==> src/design/reset_init_pkg.sv <==
// Overview of operation
// - six sources ranked: alternate pin, host reset, isolation, D3-D0, software, selective reset
// - eeprom load on alternate, host, isolation; phy reset on alternate, host
// - microcode and statistics cleared by alternate, host, D3-D0, software
// - mac config and hash cleared by every source but selective reset
// - memory pointers and micromachine reset by all sources except isolation
// - pci config cleared by alternate, host, isolation and D3-D0 only
// - pm event state: alternate always, host only without aux power
// - alternate, host, isolation end mgmt command; status and receive off
// - D3-D0 aborts mgmt cycle, zero reads, ignored writes, status inactive
// - after D3-D0 raise mgmt alert and initialization status bit
// - software/selective abort cycle, status kept; software also signals init
// - isolation acts on its trailing edge, not while held
// - in D3 the host reset acts on its trailing edge
// - host side resets accepted while a mgmt transaction runs
package reset_init_pkg;
	localparam int DOM_N = 8;
	localparam int DOM_EEPROM = 0;
	localparam int DOM_UCODE = 1;
	localparam int DOM_MAC = 2;
	localparam int DOM_MEMPTR = 3;
	localparam int DOM_PCICFG = 4;
	localparam int DOM_PHY = 5;
	localparam int DOM_PMEVT = 6;
	localparam int DOM_STAT = 7;
	// effect of each source on the domains
	localparam logic [7:0] EFF_ALT = 8'hFF;
	localparam logic [7:0] EFF_HOST = 8'hFF;
	localparam logic [7:0] EFF_ISO = 8'h15;
	localparam logic [7:0] EFF_D3D0 = 8'h9E;
	localparam logic [7:0] EFF_SW = 8'h8E;
	localparam logic [7:0] EFF_SEL = 8'h08;
	localparam logic [7:0] EFF_NONE = 8'h00;
	localparam logic [7:0] ZERO_BYTE = 8'h00;
	localparam logic [1:0] SYNC_RST = 2'h3;
endpackage : reset_init_pkg

==> src/design/reset_init_distributor.sv <==
`timescale 1ns/1ps
module reset_init_distributor
	import reset_init_pkg::*;
(
	// clock and reset
	input  wire logic       ref_clk,
	input  wire logic       rst_b,
	// asynchronous pins
	input  wire logic       alternate_reset_n,
	input  wire logic       hostBusReset_n,
	input  wire logic       bus_isolation_n,
	input  wire logic       auxPowerPresent,
	// same-clock power and command events
	input  wire logic       pmInD3,
	input  wire logic       d3ToD0,
	input  wire logic       swResetCmd,
	input  wire logic       selResetCmd,
	// management bus side
	input  wire logic       mgmtCycleActive,
	input  wire logic       mgmtCycleRead,
	input  wire logic [7:0] mgmtRawData,
	input  wire logic       mgmtStatusSetReq,
	input  wire logic       mgmtRxEnableReq,
	input  wire logic       mgmtAlertAck,
	output logic [7:0]      mgmtReadData,
	output logic            mgmtWriteIgnore,
	output logic            mgmtTerminate,
	output logic            mgmtAbort,
	output logic            mgmtStatusActive,
	output logic            mgmtRxEnable,
	output logic            initStatusBit,
	output logic            mgmt_bus_alert_n_o,
	output logic            mgmt_bus_alert_n_oe,
	// domain resets
	output logic            eepromLoadStart,
	output logic            ucodeReset,
	output logic            macCfgReset,
	output logic            memPtrReset,
	output logic            pciCfgReset,
	output logic            phyCfgReset,
	output logic            pmEventReset,
	output logic            statCntReset
);

	////////////////////////////////////////////////////////////////////////
	// pin synchronisers

	logic [1:0] altSync;
	logic [1:0] hostSync;
	logic [1:0] isoSync;
	logic [1:0] auxSync;
	logic       hostPrev;
	logic       isoPrev;

	always_ff @(posedge ref_clk or negedge rst_b) begin
		if (!rst_b) begin
			altSync  <= SYNC_RST;
			hostSync <= SYNC_RST;
			isoSync  <= SYNC_RST;
			auxSync  <= 2'h0;
			hostPrev <= 1'b1;
			isoPrev  <= 1'b1;
		end else begin
			altSync  <= {altSync[0], alternate_reset_n};
			hostSync <= {hostSync[0], hostBusReset_n};
			isoSync  <= {isoSync[0], bus_isolation_n};
			auxSync  <= {auxSync[0], auxPowerPresent};
			hostPrev <= hostSync[1];
			isoPrev  <= isoSync[1];
		end
	end

	////////////////////////////////////////////////////////////////////////
	// source decode

	wire altEv    = !altSync[1];
	wire hostLow  = !hostSync[1];
	wire hostRise = hostSync[1] && !hostPrev;
	// in D3 the host reset counts only as it is released
	wire hostEv   = pmInD3 ? hostRise : hostLow;
	wire isoEv    = isoSync[1] && !isoPrev;
	wire fullEv   = altEv || hostEv || isoEv;
	wire abortEv  = d3ToD0 || swResetCmd || selResetCmd;
	wire initEv   = d3ToD0 || swResetCmd;

	// host reset spares pm event state when aux power holds it
	wire [7:0] hostEff = auxSync[1] ?
		(EFF_HOST & ~(8'h01 << DOM_PMEVT)) : EFF_HOST;

	// union of all sources; higher masks contain the lower ones, except isolation, which holds none of D3-D0, software, selective
	wire [7:0] next_domRst =
		(altEv ? EFF_ALT : EFF_NONE) |
		(hostEv ? hostEff : EFF_NONE) |
		(isoEv ? EFF_ISO : EFF_NONE) |
		(d3ToD0 ? EFF_D3D0 : EFF_NONE) |
		(swResetCmd ? EFF_SW : EFF_NONE) |
		(selResetCmd ? EFF_SEL : EFF_NONE);

	////////////////////////////////////////////////////////////////////////
	// domain reset register

	logic [7:0] domRst;
	logic       eepromPrev;

	always_ff @(posedge ref_clk or negedge rst_b) begin
		if (!rst_b) begin
			domRst     <= EFF_ALT;
			eepromPrev <= 1'b1;
		end else begin
			domRst     <= next_domRst;
			eepromPrev <= domRst[DOM_EEPROM];
		end
	end

	assign ucodeReset   = domRst[DOM_UCODE];
	assign macCfgReset  = domRst[DOM_MAC];
	assign memPtrReset  = domRst[DOM_MEMPTR];
	assign pciCfgReset  = domRst[DOM_PCICFG];
	assign phyCfgReset  = domRst[DOM_PHY];
	assign pmEventReset = domRst[DOM_PMEVT];
	assign statCntReset = domRst[DOM_STAT];
	// eeprom load begins when its reset releases
	assign eepromLoadStart = eepromPrev && !domRst[DOM_EEPROM];

	////////////////////////////////////////////////////////////////////////
	// management bus interaction

	// host resets are never held off by a running mgmt cycle
	wire next_abort = fullEv ? 1'b0 :
		!mgmtCycleActive ? 1'b0 :
		(abortEv || mgmtAbort);

	wire next_status = (fullEv || d3ToD0) ? 1'b0 :
		(mgmtStatusSetReq || mgmtStatusActive);
	wire next_rxEn = (fullEv || d3ToD0) ? 1'b0 :
		(mgmtRxEnableReq || mgmtRxEnable);
	// set wins over acknowledge
	wire next_init = initEv || (initStatusBit && !mgmtAlertAck);

	always_ff @(posedge ref_clk or negedge rst_b) begin
		if (!rst_b) begin
			mgmtTerminate    <= 1'b0;
			mgmtAbort        <= 1'b0;
			mgmtStatusActive <= 1'b0;
			mgmtRxEnable     <= 1'b0;
			initStatusBit    <= 1'b0;
			mgmtReadData     <= ZERO_BYTE;
		end else begin
			mgmtTerminate    <= fullEv;
			mgmtAbort        <= next_abort;
			mgmtStatusActive <= next_status;
			mgmtRxEnable     <= next_rxEn;
			initStatusBit    <= next_init;
			mgmtReadData     <= (next_abort || !mgmtCycleRead) ?
				ZERO_BYTE : mgmtRawData;
		end
	end

	assign mgmtWriteIgnore     = mgmtAbort;
	assign mgmt_bus_alert_n_o  = 1'b0;
	assign mgmt_bus_alert_n_oe = initStatusBit;
endmodule : reset_init_distributor

==> config.mk <==
export PLATFORM = sky130hd
export DESIGN_NAME = reset_init_distributor
export DESIGN_NICKNAME = d
export VERILOG_FILES = /design/src/design/reset_init_pkg.sv /design/src/design/reset_init_distributor.sv
export SDC_FILE = /design/constraint.sdc
export NUM_CORES = 1
export LEC_CHECK = 0
export BUFFER_PORTS_ARGS = -buffer_cell sky130_fd_sc_hd__buf_2
export CAP_MARGIN = 20
export CORE_UTILIZATION = 35
export CTS_CLUSTER_DIAMETER = 100
export DETAILED_ROUTE_END_ITERATION = 8
export GPL_ROUTABILITY_DRIVEN = 0
export REMOVE_ABC_BUFFERS = 1
export SKIP_LAST_GASP = 1
export SYNTH_ARGS = -nofsm -noshare
export SYNTH_HDL_FRONTEND = slang
export SYNTH_SLANG_ARGS = --single-unit
==> constraint.sdc <==
create_clock -name ref_clk -period 2.6 [get_ports ref_clk]
set_clock_uncertainty 0.1 [all_clocks]
set_input_delay 0.52 -clock ref_clk [delete_from_list [all_inputs] [get_ports ref_clk]]
set_output_delay 0.52 -clock ref_clk [all_outputs]
set_load 0.03 [all_outputs]
### Word level (Yosys, flattened, before mapping)

Cells that the tools add are included.

| cells by class | value |
|---|---|
| add/subtract/negate cells | 0 |
| $mul | 0 |
| divide/modulo/power cells | 0 |
| $lt $le $gt $ge | 0 |
| eq/ne operators | 0 |
| shift-type cells | 0 |
| multiplexer cells | 13 |
| bitwise operators | 5 |
| reduce and logical (&&, ||, !) cells | 21 |

Operators by type and width:

| cell | number |
|---|---|
| 8-bit two-way mux | 5 |
| 8-bit bitwise OR | 3 |
| 1-bit logical OR | 10 |
| 8-bit by 4-bit bitwise OR with 8-bit output | 1 |
| 8-bit by 5-bit bitwise OR with 8-bit output | 1 |
| 1-bit zero test | 7 |
| 7-bit two-way mux | 1 |
| 1-bit two-way mux | 5 |
| 5-bit two-way mux | 1 |
| 1-bit logical AND | 4 |
| 4-bit two-way mux | 1 |

| storage, ports and cells | value |
|---|---|
| register bits after elaboration | 32 |
| latch bits | 0 |
| memory bits (writable) | 0 |
| bits in read-only memories | 0 |
| bits of input ports | 23 |
| output and inout port bits | 24 |
| logic and storage cells | 53 |
| memories | 0 |

### Longest topological paths before layout

| logic depth | value |
|---|---|
| depth in word-level cells | 9 |
| gate-level depth with buffers | 4 |
| gate-level depth less buffers | 3 |

### Worst setup path after synthesis

No wires, ideal clock.

| timing | value |
|---|---|
| path kind | register to output |
| start | register eepromPrev |
| end | output eepromLoadStart |
| arrival | 0.948 ns |
| data required time | 1.980 ns |
| setup slack | 1.032 ns |
| stages on the path, launching flop included | 2 |
| path through | dfstp_2 > nor2b_1 |

| on the way | value |
|---|---|
| cells in the longest elaborated chain, start to end | 1 |

Ends and longest elaborated chain:

| item | RTL line | source |
|---|---|---|
| start, declared | reset_init_distributor.sv:103 | `logic eepromPrev;` |
| start signal, assigned | reset_init_distributor.sv:111 | `eepromPrev <= domRst[DOM_EEPROM];` |
| 1-bit logical AND | reset_init_distributor.sv:123 | `assign eepromLoadStart = eepromPrev && !domRst[DOM_EEPROM];` |
| end, declared | reset_init_distributor.sv:35 | `output logic eepromLoadStart,` |

No other way between the ends.

### Worst setup path after layout

| timing | value |
|---|---|
| start | register hostPrev |
| end | register mgmtRxEnable |

| on the way | value |
|---|---|
| cells in the longest elaborated chain, start to end | 7 |

Ends and longest elaborated chain:

| item | RTL line | source |
|---|---|---|
| start, declared | reset_init_distributor.sv:52 | `logic hostPrev;` |
| start signal, assigned | reset_init_distributor.sv:68 | `hostPrev <= hostSync[1];` |
| 1-bit zero test | reset_init_distributor.sv:78 | `wire hostRise = hostSync[1] && !hostPrev;` |
| 1-bit logical AND | reset_init_distributor.sv:78 |  |
| 1-bit two-way mux | reset_init_distributor.sv:80 | `wire hostEv = pmInD3 ? hostRise : hostLow;` |
| 1-bit logical OR (2 in series) | reset_init_distributor.sv:82 | `wire fullEv = altEv \|\| hostEv \|\| isoEv;` |
| 1-bit logical OR | reset_init_distributor.sv:135 | `wire next_rxEn = (fullEv \|\| d3ToD0) ? 1'b0 :` |
| 1-bit two-way mux | reset_init_distributor.sv:135 |  |
| net next_rxEn | reset_init_distributor.sv:135 |  |
| end signal, assigned | reset_init_distributor.sv:152 | `mgmtRxEnable <= next_rxEn;` |
| end, declared | reset_init_distributor.sv:30 | `output logic mgmtRxEnable,` |

The timed path passes the listed nets, and every way through them passes these cells.

==> results.json <==
{
  "diodes": 0,
  "synthesis.area_um2": 1049,
  "cp.arrival_ns": 1.90,
  "cts_root_buf": "clkbuf_4",
  "yosysMostFrequentCell": "dfstp_2",
  "ys_warn_count": 0,
  "dr.pass1.iters": 6,
  "die_w_um": 56.74,
  "r2r_end": "mgmtRxEnable$_DFF_PN0_",
  "synthXorXnorAreaFrac_pct": 0,
  "r2r-start": "hostPrev$_DFF_PN1_",
  "synth_edf_count": 0,
  "grt_overflow": 0,
  "place_ws_ns": 0.6926,
  "rsz0062_at_grt": "false",
  "grt_pass1_wl_um": 2856,
  "cts_buffers": 5,
  "finalWorstSetupSlack_ns": 0.8391,
  "antenna_found_initial": 0,
  "worstPathRequired_ns": 2.73,
  "grt_max_degree": 32,
  "port_buffers": 45,
  "synth_cell_types": 20,
  "drtIter0Drc": 25,
  "area_growth_pct": 28.40,
  "synth_common_cells": "dfstp_2, dfrtp_1, nand2_1, a21oi_1, buf_4",
  "synth.top_cell.area_share_pct": 40.10,
  "track_usage_pct": 12.40,
  "cp-start-kind": "register",
  "cts_tree": "done",
  "finalHoldViolCount": 0,
  "yosysSeqAreaShare_pct": 75.89,
  "maxCapViolCount": 0,
  "instances_no_fill": 154,
  "finalMaxSlewViolations": 0,
  "n_fill_cell": 282,
  "clk_latency_ns": 0.32,
  "hpwlAfterDp_um": 1247,
  "grt_pass1_vias": 631,
  "rr_worst_depth": 3,
  "core_area_um2": 2805,
  "max_freq_ghz": 0.5679,
  "ir_worst_vdd_mv": 0.3022,
  "place_inst": 146,
  "yosys.area_share.simple_pct": 11.34,
  "p_total_mw": 1.019,
  "drtAntennaViolNets": 0,
  "synthFlopType": "dfstp_2",
  "cts_resized": 0,
  "synth-seq-cells": 31,
  "synth_top_area_cell": "dfstp_2",
  "synth_fa_ha_area_share_pct": 0,
  "ys_top_cells_by_area": "dfstp_2, dfrtp_1, a21oi_1, buf_4, nand2_1",
  "cts_setup_buffers": 0,
  "period_minus_slack_ns": 1.761,
  "async_reset_ff_share_pct": 100.0,
  "violations": "design-rule violations",
  "layout-drive-gt1-share_pct": 56.91,
  "path_max_fanout": 14,
  "num_rows": 19,
  "critPathLaunch": "hostPrev$_DFF_PN1_",
  "synthMuxAreaShare_pct": 0,
  "hold_path_class": "in2async",
  "end_kind": "register",
  "power_leakage_nw": 0.6739,
  "hold_buffers": 0,
  "clock_sinks": 31,
  "clk_pin_slew_worst_paths_ns": 0.09,
  "fin_area_um2": 1346,
  "fin_crit_sh_pct": 67.73,
  "final_nets": 145,
  "hold_ws_ns": 0.1197,
  "power.density_nw_per_um2": 756.6,
  "drcViolationCount": 10,
  "status": "finished, violations left",
  "final_util_pct": 47.99,
  "rrSetupSlack_ns": 0.84,
  "synth_compound_area_share_pct": 6.325,
  "htree_levels": 2,
  "finalSetupViolations": 0,
  "critPathKind": "reg2reg",
  "syn_inst": 77,
  "initial_core_util_pct": 37.38,
  "vias": 670,
  "cts_max_path_buffers": 2,
  "wl_um": 1725,
  "io_pins": 47,
  "viasPerCell": 4.351,
  "die_area_um2": 3219,
  "dpl-instance-area_um2": 1260,
  "worst_slew_pin_slew_ns": 0.7342,
  "setup_tns_ns": 0,
  "wire_per_inst_um": 11.20,
  "synth_top_family_by_area": "simple AND/OR/NAND/NOR gates",
  "maxSlewHeadroom_pct": 50.78,
  "die_h_um": 56.74,
  "syn_avg_cell_area_um2": 13.62
}
-- layout by cell type (no fill, tap or decap), types with 2 or more instances in the layout --
master / count
nand2_1: 10
clkbuf_4: 5
inv_1: 3
dfrtp_1: 15
buf_2: 45
nor2b_1: 2
a21oi_1: 9
dfstp_2: 16
nor3b_1: 2
nor2_1: 4
-- layout make-up --
class / count / area, um2 / area share (%)
inverters: 3 / 11.26 / 0.8364
repair buffers: 45 / 225.2 / 16.73
multi-input cells: 36 / 188.9 / 14.03
flip-flops and latches: 31 / 795.8 / 59.11
well taps: 31 / 38.79 / 2.881
clock inverters: 2 / 35.03 / 2.602
clock buffers: 6 / 51.30 / 3.810
-- worst max path at each step --
stage	slack, ns	depth (start not counted)	endpoint
floorplan	1.02	3	mgmtRxEnable$_DFF_PN0_
finish	0.84	3	mgmtRxEnable$_DFF_PN0_
CTS	0.81	3	mgmtRxEnable$_DFF_PN0_
global placement	0.74	4	mgmtStatusActive$_DFF_PN0_
global route	0.69	3	mgmtStatusActive$_DFF_PN0_
detailed placement	0.69	4	mgmtRxEnable$_DFF_PN0_
-- registers in the layout, indices dropped and copies added (netlist names), 2 cells and up --
signal        flops
hostSync          2
isoSync           2
auxSync           2
altSync           2
domRst            7
mgmtReadData      8
-- where the power goes --
group | leakage [nW] | switching [mW] | internal [mW]
Clock | 0.0482 | 0.155 | 0.227
Sequential | 0.357 | 0.00802 | 0.517
Combinational | 0.269 | 0.0778 | 0.0342
Total | 0.674 | 0.240 | 0.778
-- logic make-up (layout without fill, tap and decap cells) --
kind of cell,count (synthesis),after routing
and+or+nand+nor,23,23
buffers and inverters,10,56
other,1,1
DFF,31,31
AOI/OAI and AO/OA,12,12
-- layer usage --
metal / global-route usage (%) / vias up / share of wire, %
met5: 0 / - / 0
met4: 6.272 / 0 / 0.81
met3: 6.452 / 2 / 9.9
met2: 16.33 / 41 / 42
met1: 16.54 / 298 / 47
li1: - / 329 / -
-- worst max-delay path, stage by stage (launching register included) --
cell,delay (ns)
dfstp_2,0.52
and3b_1,0.18
nor3_2,0.63
nor3b_1,0.25
No activity file was read; power rests on OpenSTA's default activity.
